### src/pmrb_map.vh
// address map, field positions and reset values of the phy management register bank
`ifndef PMRB_MAP_VH
`define PMRB_MAP_VH

// ==============================================
// management addressing
`define PMRB_PHY1_ADDR 5'h01
`define PMRB_PHY2_ADDR 5'h02
`define PMRB_REG_BASIC_CTRL 5'h00
`define PMRB_REG_BASIC_STAT 5'h01
`define PMRB_REG_ID_HI 5'h02
`define PMRB_REG_ID_LO 5'h03
`define PMRB_REG_ADV 5'h04
`define PMRB_REG_PARTNER 5'h05
`define PMRB_REG_DIAG 5'h1D
`define PMRB_REG_SPECIAL 5'h1F

// ==============================================
// host port byte addresses
`define PMRB_HOST_P1_BASE 11'h0_4C0
`define PMRB_HOST_P2_BASE 11'h0_4E0
`define PMRB_HOST_REGULATOR 11'h0_748
`define PMRB_HOST_CABLE_PREP 11'h0_74C

// ==============================================
// basic control fields
`define PMRB_BC_LOOPBACK 14
`define PMRB_BC_SPEED 13
`define PMRB_BC_AN_EN 12
`define PMRB_BC_PWRDN 11
`define PMRB_BC_ISOLATE 10
`define PMRB_BC_AN_RESTART 9
`define PMRB_BC_DUPLEX 8
`define PMRB_BC_COLTEST 7
`define PMRB_BC_XVAR 5
`define PMRB_BC_FORCE_MDIX 4
`define PMRB_BC_NO_AUTOX 3
`define PMRB_BC_NO_FEF 2
`define PMRB_BC_NO_TX 1
`define PMRB_BC_NO_LED 0
`define PMRB_BC_RST 16'h1_020
`define PMRB_BC_WMASK 16'h7_B3F

// ==============================================
// other fields and constant registers
`define PMRB_REG_OFF_BIT 7
`define PMRB_PULSE_MASK_BIT 15
`define PMRB_RX_REDUCE_BIT 3
`define PMRB_DIAG_EN_BIT 15
`define PMRB_STAT_CONST 16'h7_808
`define PMRB_ADV_RST 16'h0_5E1
`define PMRB_ADV_WMASK 16'h0_5E0
`define PMRB_ZERO16 16'h0_000

`endif

### src/pmrb_bank.v
// management register bank for the two embedded phys
//
// What this block does
// - answer phy addresses 0x1 and 0x2
// - only registers 0-5, 0x1D, 0x1F exist
// - same registers reachable by host port
// - speed bit forces 100 or 10 Mbps
// - bit 12 enables auto-negotiation, resets one
// - bit 11 powers the phy down
// - bit 9 write restarts auto-negotiation
// - bit 8 duplex when forced; half on failure
// - bit 5 picks crossover variant, resets one
// - bit 4 forces crossed pair assignment
// - bit 3 disables automatic crossover
// - bit 2 disables far-end fault detection
// - bit 1 disables transmit, bit 0 LED
// - far-end loopback loops port 2 at port 1
// - isolate and collision test read zero
// - regulator off bit, resets zero
// - diagnostic enable self-clears on completion
`include "pmrb_map.vh"

module pmrb_bank (
    // clock and reset
    input wire clk,
    input wire rst_n,
    // management frame side, already deframed
    input wire mg_req,
    input wire mg_wr,
    input wire [4:0] mg_phy,
    input wire [4:0] mg_reg,
    input wire [15:0] mg_wdata,
    output reg [15:0] mg_rdata,
    output reg mg_ack,
    output reg mg_hit,
    // host port side
    input wire hp_req,
    input wire hp_wr,
    input wire [10:0] hp_addr,
    input wire [15:0] hp_wdata,
    output reg [15:0] hp_rdata,
    output reg hp_ack,
    // phy status inputs, index 0 = port 1
    input wire [1:0] an_done,
    input wire [1:0] an_ok,
    input wire [1:0] link_up,
    input wire [1:0] far_fault,
    input wire [1:0] diag_done,
    input wire [3:0] diag_result,
    input wire [15:0] partner_ability,
    input wire [15:0] special_status,
    // controls to the phys
    output reg [1:0] speed_100,
    output reg [1:0] full_duplex,
    output reg [1:0] an_enable,
    output reg [1:0] power_down,
    output reg [1:0] an_restart,
    output reg [1:0] crossover_variant_select,
    output reg [1:0] force_mdix,
    output reg [1:0] auto_mdix_off,
    output reg [1:0] fef_off,
    output reg [1:0] tx_off,
    output reg [1:0] led_off,
    output reg far_end_loopback,
    output reg [1:0] cable_diagnostic_start,
    output reg internal_regulator_off,
    output reg pulse_mask_bit,
    output reg receive_reduce_bit
);

    // arbitrary neutral identity values
    parameter [15:0] ID_HI = 16'h0_000;
    parameter [15:0] ID_LO = 16'h0_001;

    // ==============================================
    // reset release
    reg rst_s1_r;
    reg rst_s2_r;
    wire rst_sn = rst_s2_r;

    always @(posedge clk or negedge rst_n)
    begin
        if (!rst_n)
        begin
            rst_s1_r <= 1'b0;
            rst_s2_r <= 1'b0;
        end
        else
        begin
            rst_s1_r <= 1'b1;
            rst_s2_r <= rst_s1_r;
        end
    end

    // ==============================================
    // storage
    reg [15:0] bc_r [0:1];
    reg [15:0] adv_r [0:1];
    reg [1:0] diag_en_r;
    reg [15:0] regctl_r;
    reg [15:0] prep_r;

    // which phy a management address selects, 2 = none
    function [1:0] phy_sel;
        input [4:0] pa;
        begin
            if (pa == `PMRB_PHY1_ADDR)
                phy_sel = 2'd0;
            else if (pa == `PMRB_PHY2_ADDR)
                phy_sel = 2'd1;
            else
                phy_sel = 2'd2;
        end
    endfunction

    // register implemented at this address
    function reg_ok;
        input [4:0] ra;
        begin
            reg_ok = (ra <= `PMRB_REG_PARTNER) || (ra == `PMRB_REG_DIAG) ||
                     (ra == `PMRB_REG_SPECIAL);
        end
    endfunction

    // read value of one phy register
    function [15:0] phy_read;
        input p;
        input [4:0] ra;
        reg [15:0] st;
        begin
            st = `PMRB_STAT_CONST;
            st[5] = an_done[p];
            st[4] = far_fault[p];
            st[2] = link_up[p];
            case (ra)
                `PMRB_REG_BASIC_CTRL: phy_read = bc_r[p];
                `PMRB_REG_BASIC_STAT: phy_read = st;
                `PMRB_REG_ID_HI: phy_read = ID_HI;
                `PMRB_REG_ID_LO: phy_read = ID_LO;
                `PMRB_REG_ADV: phy_read = adv_r[p];
                `PMRB_REG_PARTNER: phy_read = partner_ability;
                `PMRB_REG_DIAG: phy_read = {diag_en_r[p], diag_result[2*p+1], diag_result[2*p], 13'h0_000};
                `PMRB_REG_SPECIAL: phy_read = special_status;
                default: phy_read = `PMRB_ZERO16;
            endcase
        end
    endfunction

    // host port view: each phy occupies a 32-byte window, register n at base + 2n;
    // the last two slots carry the diagnostic and special registers so both stay reachable
    wire hp_p1 = (hp_addr[10:5] == `PMRB_HOST_P1_BASE >> 5);
    wire hp_p2 = (hp_addr[10:5] == `PMRB_HOST_P2_BASE >> 5);
    wire [4:0] hp_reg = {1'b0, hp_addr[4:1]} +
                        ((hp_addr[4:1] == 4'hE) ? 5'h0F : (hp_addr[4:1] == 4'hF) ? 5'h10 : 5'h00);

    // ==============================================
    // unified write port; management wins when both hit
    wire [1:0] mg_p = phy_sel(mg_phy);
    reg w_en;
    reg w_p;
    reg [4:0] w_ra;
    reg [15:0] w_d;

    always @*
    begin
        w_en = 1'b0;
        w_p = 1'b0;
        w_ra = mg_reg;
        w_d = mg_wdata;
        if (mg_req && mg_wr && mg_p != 2'd2 && reg_ok(mg_reg))
        begin
            w_en = 1'b1;
            w_p = mg_p[0];
        end
        else if (hp_req && hp_wr && (hp_p1 || hp_p2))
        begin
            w_en = 1'b1;
            w_p = hp_p2;
            w_ra = hp_reg;
            w_d = hp_wdata;
        end
    end

    // ==============================================
    // per-phy registers
    integer i;
    always @(posedge clk or negedge rst_sn)
    begin
        if (!rst_sn)
        begin
            for (i = 0; i < 2; i = i + 1)
            begin
                bc_r[i] <= `PMRB_BC_RST;
                adv_r[i] <= `PMRB_ADV_RST;
            end
            diag_en_r <= 2'b00;
        end
        else
        begin
            for (i = 0; i < 2; i = i + 1)
            begin
                // restart is a pulse: the bit drops back after one cycle
                bc_r[i][`PMRB_BC_AN_RESTART] <= 1'b0;
                // completion wins over a simultaneous write of the enable
                if (w_en && w_p == i && w_ra == `PMRB_REG_DIAG && !diag_done[i])
                    diag_en_r[i] <= w_d[`PMRB_DIAG_EN_BIT];
                else if (diag_done[i])
                    diag_en_r[i] <= 1'b0;
                if (w_en && w_p == i && w_ra == `PMRB_REG_BASIC_CTRL)
                    bc_r[i] <= w_d & `PMRB_BC_WMASK;
                if (w_en && w_p == i && w_ra == `PMRB_REG_ADV)
                    adv_r[i] <= (w_d & `PMRB_ADV_WMASK) | (`PMRB_ADV_RST & ~`PMRB_ADV_WMASK);
            end
        end
    end

    // ==============================================
    // analog control registers, host port only
    always @(posedge clk or negedge rst_sn)
    begin
        if (!rst_sn)
        begin
            regctl_r <= `PMRB_ZERO16;
            prep_r <= `PMRB_ZERO16;
        end
        else if (hp_req && hp_wr)
        begin
            if (hp_addr == `PMRB_HOST_REGULATOR)
                regctl_r <= hp_wdata;
            if (hp_addr == `PMRB_HOST_CABLE_PREP)
                prep_r <= hp_wdata;
        end
    end

    // ==============================================
    // read answers, one cycle after the request
    always @(posedge clk or negedge rst_sn)
    begin
        if (!rst_sn)
        begin
            mg_rdata <= `PMRB_ZERO16;
            mg_ack <= 1'b0;
            mg_hit <= 1'b0;
            hp_rdata <= `PMRB_ZERO16;
            hp_ack <= 1'b0;
        end
        else
        begin
            mg_ack <= mg_req;
            hp_ack <= hp_req;
            if (mg_req)
            begin
                mg_hit <= (mg_p != 2'd2);
                mg_rdata <= (mg_p == 2'd2) ? `PMRB_ZERO16 : phy_read(mg_p[0], mg_reg);
            end
            if (hp_req)
            begin
                if (hp_p1 || hp_p2)
                    hp_rdata <= phy_read(hp_p2, hp_reg);
                else if (hp_addr == `PMRB_HOST_REGULATOR)
                    hp_rdata <= regctl_r;
                else if (hp_addr == `PMRB_HOST_CABLE_PREP)
                    hp_rdata <= prep_r;
                else
                    hp_rdata <= `PMRB_ZERO16;
            end
        end
    end

    // ==============================================
    // control outputs from flops
    integer k;
    always @(posedge clk or negedge rst_sn)
    begin
        if (!rst_sn)
        begin
            speed_100 <= 2'b00;
            full_duplex <= 2'b00;
            an_enable <= 2'b11;
            power_down <= 2'b00;
            an_restart <= 2'b00;
            crossover_variant_select <= 2'b11;
            force_mdix <= 2'b00;
            auto_mdix_off <= 2'b00;
            fef_off <= 2'b00;
            tx_off <= 2'b00;
            led_off <= 2'b00;
            far_end_loopback <= 1'b0;
            cable_diagnostic_start <= 2'b00;
            internal_regulator_off <= 1'b0;
            pulse_mask_bit <= 1'b0;
            receive_reduce_bit <= 1'b0;
        end
        else
        begin
            for (k = 0; k < 2; k = k + 1)
            begin
                an_enable[k] <= bc_r[k][`PMRB_BC_AN_EN];
                speed_100[k] <= bc_r[k][`PMRB_BC_SPEED] & ~bc_r[k][`PMRB_BC_AN_EN];
                full_duplex[k] <= bc_r[k][`PMRB_BC_AN_EN] ? an_ok[k] : bc_r[k][`PMRB_BC_DUPLEX];
                power_down[k] <= bc_r[k][`PMRB_BC_PWRDN];
                an_restart[k] <= bc_r[k][`PMRB_BC_AN_RESTART];
                crossover_variant_select[k] <= bc_r[k][`PMRB_BC_XVAR];
                force_mdix[k] <= bc_r[k][`PMRB_BC_FORCE_MDIX];
                auto_mdix_off[k] <= bc_r[k][`PMRB_BC_NO_AUTOX];
                fef_off[k] <= bc_r[k][`PMRB_BC_NO_FEF];
                tx_off[k] <= bc_r[k][`PMRB_BC_NO_TX];
                led_off[k] <= bc_r[k][`PMRB_BC_NO_LED];
                cable_diagnostic_start[k] <= diag_en_r[k];
            end
            // loopback sits in port 1's phy and serves port 2's pairs
            far_end_loopback <= bc_r[0][`PMRB_BC_LOOPBACK];
            internal_regulator_off <= regctl_r[`PMRB_REG_OFF_BIT];
            pulse_mask_bit <= prep_r[`PMRB_PULSE_MASK_BIT];
            receive_reduce_bit <= prep_r[`PMRB_RX_REDUCE_BIT];
        end
    end

endmodule

### config.mk
export PLATFORM = sky130hd
export DESIGN_NAME = pmrb_bank
export DESIGN_NICKNAME = d
export VERILOG_FILES = /design/src/pmrb_bank.v
export VERILOG_INCLUDE_DIRS = /design/src
export SDC_FILE = /design/constraint.sdc
export NUM_CORES = 1
export LEC_CHECK = 0
export BUFFER_PORTS_ARGS = -buffer_cell sky130_fd_sc_hd__buf_4
export CORE_MARGIN = 8
export CORE_UTILIZATION = 47
export CTS_BUF_LIST = sky130_fd_sc_hd__clkbuf_8
export DETAILED_ROUTE_END_ITERATION = 8
export PLACE_DENSITY = 0.72
export SYNTH_ARGS = -nofsm -noshare
export SYNTH_HDL_FRONTEND = slang
export SYNTH_SLANG_ARGS = --single-unit
export TNS_END_PERCENT = 5
### constraint.sdc
create_clock -name clk -period 5.54 [get_ports clk]
set_input_delay 1.108 -clock clk [delete_from_list [all_inputs] [get_ports clk]]
set_output_delay 1.108 -clock clk [all_outputs]
set_load 0.01 [all_outputs]
== Word-level counts from Yosys, hierarchy flattened ==
Index checks and enable logic that the tools add are counted.

* Equality and inequality tests: 24
* Bitwise logic cells: 7
* $add $sub $neg: 3
* Reduce and logical (&&, ||, !) cells: 27
* Order comparisons: 9
* Multiplexer cells: 62

{| class="wikitable"
|+ Operator list
! kind !! count
|-
| $mux 16 || 14
|-
| $pmux 16 s7 || 2
|-
| $mux 1 || 32
|-
| $mux 15 || 2
|-
| $eq 5x3->1 const B || 5
|-
| $eq 5x5->1 const B || 5
|-
| $eq 11x11->1 const B || 2
|-
| $mux 11 || 2
|-
| $mux 10 || 2
|-
| $mux 5 || 4
|-
| $eq 5x1->1 const B || 3
|-
| $eq 5x2->1 const B || 3
|-
| $logic_and 1x1->1 || 15
|-
| $logic_not 5->1 || 3
|-
| $eq 6x6->1 const B || 2
|-
| $eq 4x4->1 const B || 2
|-
| $add 2x1->3 const B || 2
|-
| $lt 2x3->1 const B || 2
|-
| $lt 3x3->1 const B || 2
|-
| $add 4x5->5 || 1
|-
| $le 5x3->1 const B || 1
|-
| $bmux 1 s2 || 2
|-
| $ge 2x2->1 const B || 2
|-
| $lt 1x2->1 const B || 2
|-
| 10 further kinds || 20
|}

* Flip-flop bits (word level): 133
* Logic and storage cells: 165
* Bits of input ports: 105
* Output and inout port bits: 63

== Depth between registers and ports, before layout ==
Gate-level depths: netlist (run 1).

* Depth in word-level cells: 12
* Gate-level depth with buffers: 11
* Mapped depth without buffers: 8

== Worst setup path before layout (run 1) ==
No wires, ideal clock.

* Path type: input-to-reg
* Start: in hp_addr[1]
* End: reg bc_r[11] (netlist name)
* Required time: 5.415 ns
* Path buffers: 2
* Stages on the path: 10
* Slack: 2.038 ns
* Library setup time: 0.125 ns
* Arrival time: 3.376 ns
* Cells stage by stage: buf_2 and4b_1 ha_1 ha_1 and3_1 o31a_1 and3_1 a31oi_2 buf_6 mux2_4

* Word-level cells in the longest chain between the ends: 8
* Elaborated cells between the ends (all ways): 9
* Classes of those cells: 1 x add/sub; 2 x eq/ne; 4 x mux; 2 x reduce/logical

{| class="wikitable"
|+ RTL lines
! element !! line !! RTL
|-
| start: declaration || pmrb_bank.v:39 || <nowiki>input wire [10:0] hp_addr,</nowiki>
|-
| $eq 4x4->1 || pmrb_bank.v:154 || <nowiki>((hp_addr[4:1] == 4'hE) ? 5'h0F : (hp_addr[4:1] == 4'hF) ? 5'h10 : 5'h00);</nowiki>
|-
| $mux 5 (2 in series) || pmrb_bank.v:154 ||
|-
| $add 4x5->5 (*) || pmrb_bank.v:153 || <nowiki>wire [4:0] hp_reg = {1'b0, hp_addr[4:1]} +</nowiki>
|-
| $mux 5 (*) || pmrb_bank.v:175 || <nowiki>else if (hp_req && hp_wr && (hp_p1 || hp_p2))</nowiki>
|-
| $mux 5 (*) || pmrb_bank.v:170 || <nowiki>if (mg_req && mg_wr && mg_p != 2'd2 && reg_ok(mg_reg))</nowiki>
|-
| $logic_not 5->1 (no line) (*) || -- ||
|-
| $logic_and 1x1->1 (no line) (*) || -- ||
|-
| end signal: indexed assignment || pmrb_bank.v:193 || <nowiki>bc_r[i] <= `PMRB_BC_RST;</nowiki>
|-
| end signal: indexed assignment || pmrb_bank.v:210 || <nowiki>bc_r[i] <= w_d & `PMRB_BC_WMASK;</nowiki>
|-
| end: declaration || pmrb_bank.v:97 || <nowiki>reg [15:0] bc_r [0:1];</nowiki>
|}

Every way passes the cells marked *; elsewhere a longest branch is shown, timed or not.
A chain may end at the register's enable or synchronous reset.

== Final worst setup path (run 1) ==
* Start: in hp_addr[1]
* End: reg bc_r[0] (netlist name)

The elaborated chain is that of the path after synthesis.

==> results.cfg, run 1 <==
[outcome]
outcome = finished, final reports clean

[critical_path]
cp.arrival_ns = 3.94
cpMaxStageDelayCell = a31oi_2
slowest_delay_ns = 0.74
crit_path_cell_trace = buf_4 -> and4b_1 -> ha_1 -> ha_1 -> and3_1 -> o31a_1 -> and3_1 -> a31oi_2 -> mux2_2
path_buf_inv = 1
path_class = in2reg
cp-start-kind = input pin
crit_required_ns = 5.89
path_max_fanout = 13
cp-end-kind = flip-flop
critical_path.top_delay_family = compound AO/OA/AOI/OAI gates

[power]
switching_share_pct = 26.54
ir_drop_mv = 0.1483
p_switching_w = 0.0005444
p_leak_nw = 4.081
clock_power_share_pct = 41.0
pwr-share-seq_pct = 49.0
p_int_w = 0.001507
pwr-share-comb_pct = 10.0
power.density_nw_per_um2 = 235.6

[timing]
slew_violations = 0
finalCriticalPeriod_ns = 3.581
max_slew_margin_pct = 30.21
finalHoldViolations = 0
timing.final.crit_share_pct = 64.64
timing.setup.tns_ns = 0
tightest_slew_ns = 1.047
rsz0062_at_grt = false
fmaxAchievable_mhz = 279.2
worst_slack_ns = 1.959
setup_viol = 0
finClkSkew_ns = 0.01129

[floorplan]
die_y_um = 137.2
ios = 168
fp.dieW_um = 137.2
initial_core_util_pct = 47.87
die_area_um2 = 18830
coreArea_um2 = 14420
row_count = 44

[drt]
num_vias = 5984
avgViaCountPerCell = 6.292
wl_um = 22370
post-route-drc-count = 0
avgRoutedWirePerCell_um = 23.52
drt_iter0_drc = 801
dr.pass1.iters = 6
ant_nets = 0

[yosys]
synth_top_cell_area_share_pct = 41.67
syn_nets = 702
synth_cells = 595
synth_warnings = 0
syn_area_um2 = 6905
synth.avg_cell_area_um2 = 11.61
ys_seq_area_share_pct = 48.52
synth_cell_type_count = 79
yosysTopAreaCell = dfrtp_1
synth_ff_type = dfrtp_1
synth-edff-count = 0
synth_most_common_cell = dfrtp_1
synthTopCellsByArea = dfrtp_1 (42%), mux2_2 (11%), dfstp_2 (6.8%)
synthTopCellsByCount = dfrtp_1 (115), mux2_2 (66), o21ai_0 (31)
synth_seq_cells = 133
async_reset_ff_share_pct = 100.0

[min_path]
hold_path_class = reg2reg

[placement]
gp_congestion = 0.8833
dpl_worst_slack_ns = 1.511
dp_hpwl_um = 17140
io_buffers = 167

[global_routing]
grt.overflow.total = 0
grt_pass1_wl_um = 34530
grt_antenna_before_repair = 0
grt_pass1_vias = 6100
grt_use_total_pct = 23.98
grt_max_degree = 82

[final_layout]
antenna_cells = 0
multi_input_area_um2 = 3376
seq_area_um2 = 3354
nets = 861
area_growth_pct = 26.09
layout-drive-gt1-share_pct = 42.37
fillCellCount = 1216

[clock_network]
cts_tree = done
cts_resized = 0
clk_latency_ns = 0.46
clkTransAtPathRegs_ns = 0.08
cts_hold_buf = 0
clock-sinks = 133
post-cts-setup-buffers = 0
cts_root_buf = clkbuf_8
numCtsBuffers = 17
h-tree-depth = 4
cts_buffer_depth = 2

[flow_run]
drv_cap = 0
## final timing paths
| kind | startpoint | to | slack, ns | cells after the start |
|---|---|---|---|---|
| setup / recovery | hp_addr[1] | bc_r[0] | 1.96 | 9 |
| hold / removal | rst_s1_r | rst_s2_r | 0.36 | 0 |
| setup reg to reg | rst_s2_r | mg_rdata[8] | 3.77 | 1 |
| hold reg to reg | rst_s1_r | rst_s2_r | 0.36 | 0 |
| max in group asynchronous | rst_s2_r | mg_rdata[8] | 3.77 | 1 |
| min in group asynchronous | rst_n | rst_s2_r | 0.40 | 1 |
## power groups by stage
stage	logic, W	registers (W)	clock network [W]
after floorplan	0.0000765	0.00103	0
after global placement	0.000197	0.00102	0
after detailed placement	0.000201	0.00102	0
after CTS	0.000202	0.00101	0.000847
after global routing	0.000219	0.00101	0.000896
final	0.000205	0.00100	0.000842
## metal layers
| layer | track usage, % | up-vias | wire [um] |
|---|---|---|---|
| li1 | - | 2640 | - |
| met1 | 32.06 | 2931 | 9245 |
| met2 | 36.05 | 355 | 10150 |
| met3 | 6.273 | 58 | 2276 |
| met4 | 10.38 | 0 | 700 |
| met5 | 0 | - | 0 |
## logic make-up after synthesis
logic type / Yosys count / share of synthesized area [%]
simple gates: 143 / 12.03
xor+xnor: 2 / 0.2537
other cells: 1 / 0.05431
flops: 133 / 48.52
mux: 95 / 15.91
buf+inv: 41 / 2.681
compound gates: 178 / 20.19
fa+ha+maj: 2 / 0.3623
## layout make-up
cell class / instances / share of cell area (%)
multi-input cells: 421 / 38.77
flip-flops and latches: 133 / 38.53
repair buffers: 176 / 15.17
clock buffers: 19 / 3.003
well taps: 184 / 2.644
clock inverters: 13 / 1.667
inverters: 5 / 0.2155
## registers in the layout (all words and copies together) (netlist names), 2 cells and up
name	cells
force_mdix	2
crossover_variant_select	2
regctl_r	16
fef_off	2
mg_rdata	16
led_off	2
an_restart	2
cable_diagnostic_start	2
full_duplex	2
power_down	2
an_enable	2
diag_en_r	2
tx_off	2
bc_r	24
speed_100	2
hp_rdata	16
prep_r	16
auto_mdix_off	2
adv_r	10
## cell usage in the layout (no fill, tap or decap), types with 7 or more instances in the layout
cell | Yosys | final
a21oi_1 | 21 | 21
a221oi_1 | 20 | 20
a22o_1 | 16 | 16
a22oi_1 | 8 | 8
and3_1 | 10 | 10
buf_4 | 0 | 176
clkbuf_8 | 0 | 19
dfrtp_1 | 115 | 114
dfstp_2 | 18 | 18
mux2_2 | 66 | 66
mux2_4 | 12 | 12
mux2i_1 | 13 | 13
nand2_1 | 30 | 30
nand2b_1 | 7 | 7
nand3_1 | 22 | 22
nor2_1 | 19 | 19
nor2b_1 | 7 | 7
o21ai_0 | 31 | 31
o2bb2ai_1 | 12 | 12
## metrics by stage
step                      hold WS [ns]  total power (W)  cells  area, um2  utilization (%)
after global routing            0.3731         0.002123    951       8707            60.37
final                           0.3566         0.002051    951       8707            60.37
after detailed placement        0.3419         0.001224    919       8300            57.55
after floorplan                 0.3312         0.001103    595       6905                -
after CTS                       0.3617         0.002054    951       8707            60.37
after global placement          0.3391         0.001220    919       8300            57.55
Power figures use the tool's default switching activity.
==> run 2, diff against run 1 <==
==> constraint.sdc (replaced) <==
create_clock -name clk -period 3.4 [get_ports clk]
set_input_delay 0.68 -clock clk [delete_from_list [all_inputs] [get_ports clk]]
set_output_delay 0.68 -clock clk [all_outputs]
set_load 0.01 [all_outputs]
==> results.cfg, run 2 (synthesis gave the netlist of run 1 again) <==
[outcome]
outcome = finished, final reports clean

[clock_network]
cts_tree = done
cts_root_buf = clkbuf_8
clock-sinks = 133
clkTransAtPathRegs_ns = 0.08
post-cts-setup-buffers = 0
cts_buffer_depth = 2
cts_hold_buf = 1
numCtsBuffers = 17
h-tree-depth = 4
clk_latency_ns = 0.45
cts_resized = 0

[timing]
finClkSkew_ns = 0.009146
timing.setup.tns_ns = 0
slew_violations = 0
setup_viol = 0
tightest_slew_ns = 0.6442
rsz0062_at_grt = false
fmaxAchievable_mhz = 359.9
finalHoldViolations = 0
finalCriticalPeriod_ns = 2.778
worst_slack_ns = 0.6217
timing.final.crit_share_pct = 81.71
max_slew_margin_pct = 57.05

[critical_path]
cp-endpoint = adv_r[21]
slowest_delay_ns = 0.62
cp-end-kind = flip-flop
path_max_fanout = 5
crit_path_cell_trace = buf_4 -> and4b_1 -> ha_1 -> ha_1 -> xor2_1 -> nor2_1 -> or4_2 -> a22oi_4 -> mux2_2
reg2reg_slack_ns = 1.96
cp-start-kind = input pin
cp.depth = 9
crit_top_cell = ha_1
crit_start = hp_addr[1]
cpMaxStageDelayCell = or4_2
path_class = in2reg
r2r-start = regctl_r[5]
reg2reg_depth = 3
cp.arrival_ns = 3.16
critical_path.top_delay_family = simple AND/OR/NAND/NOR gates
r2r-end = hp_rdata[5]
path_buf_inv = 1
crit_required_ns = 3.78

[drt]
dr.pass1.iters = 5
wl_um = 23880
ant_nets = 0
avgViaCountPerCell = 6.386
num_vias = 6226
avgRoutedWirePerCell_um = 24.49
drt_iter0_drc = 629
post-route-drc-count = 0

[power]
power.density_nw_per_um2 = 390.7
p_leak_nw = 4.242
ir_drop_mv = 0.3546

[final_layout]
final_area_um2 = 8960
nets = 885
area_growth_pct = 29.75
top_register = bc_r
final_common_cell = buf_4
final_cells = 975
final_util_pct = 62.12
final_cell_mix = buf_4 (197), dfrtp_1 (114), mux2_2 (66), o21ai_0 (31), nand2_1 (30)
layout-drive-gt1-share_pct = 43.99
antenna_cells = 0
fillCellCount = 1201
largest_reg_flops = 24

[flow_run]
drv_cap = 0

[placement]
gp_congestion = 0.9233
placed_area_um2 = 8498
place_inst = 942
dpl_worst_slack_ns = 0.1827
io_buffers = 167
dp_hpwl_um = 18340

[global_routing]
grt_antenna_before_repair = 0
grt_use_total_pct = 25.58
grt.overflow.total = 0
grt_pass1_vias = 6344
grt_max_degree = 96
grt_pass1_wl_um = 36760

[floorplan]
coreArea_um2 = 14420
row_count = 44
fp.dieW_um = 137.2
initial_core_util_pct = 47.87
die_y_um = 137.2
die_area_um2 = 18830
ios = 168

[min_path]
hold_path_class = reg2async
## run 2: changes by cell type in the layout (fill, tap and decap cells not counted), sizes merged
cell,before,now
bufinv,2,4
buf,176,199
clkinv,2,3
clkinvlp,6,2
inv,8,11
dlygate4sd3,0,1
clkbuf,19,17
## run 2: worst min path at each step
stage,endpoint,slack (ns),depth (start not counted)
2_1_floorplan,rst_s2_r,0.33,0
3_3_place_gp,receive_reduce_bit,0.31,0
3_5_place_dp,receive_reduce_bit,0.32,0
4_1_cts,receive_reduce_bit,0.33,0
5_1_grt,mg_ack,0.34,1
6_report,receive_reduce_bit,0.31,0
## run 2: cell type report
class | count | area [um2] | share of cell area [%]
inverter | 5 | 18.77 | 0.2095
multi-input combinational | 421 | 3376 | 37.68
clock inverter | 15 | 217.7 | 2.430
sequential | 133 | 3354 | 37.44
clock buffer | 17 | 234.0 | 2.611
timing repair buffer | 200 | 1529 | 17.06
tap | 184 | 230.2 | 2.569
## run 2: metrics by stage
| stage | hold slack, ns | power (W) |
|---|---|---|
| detailed placement | 0.3228 | 0.002017 |
| CTS | 0.3309 | 0.003521 |
| global route | 0.3445 | 0.003626 |
| floorplan | 0.3311 | 0.001797 |
| finish | 0.3070 | 0.003501 |
| global placement | 0.3141 | 0.002012 |
## run 2: routing by layer
| metal | GRT usage, % | wire, um | up-vias |
|---|---|---|---|
| li1 | - | - | 2688 |
| met1 | 34.91 | 10140 | 3080 |
| met2 | 37.63 | 10700 | 399 |
| met3 | 7.075 | 2383 | 59 |
| met4 | 10.38 | 656 | 0 |
| met5 | 0 | 0 | - |
## run 2: power breakdown
part           switching, W  leakage (nW)  internal [W]
combinational      0.000199          2.25      0.000167
clock              0.000685         0.223      0.000822
sequential        0.0000244          1.77       0.00160
total              0.000908          4.24       0.00259
## run 2: worst reg2reg max path, cell delays in order, from the launching register on
cell	delay, ns
dfrtp_1	0.39
a221oi_1	0.53
a41oi_1	0.10
mux2_2	0.31
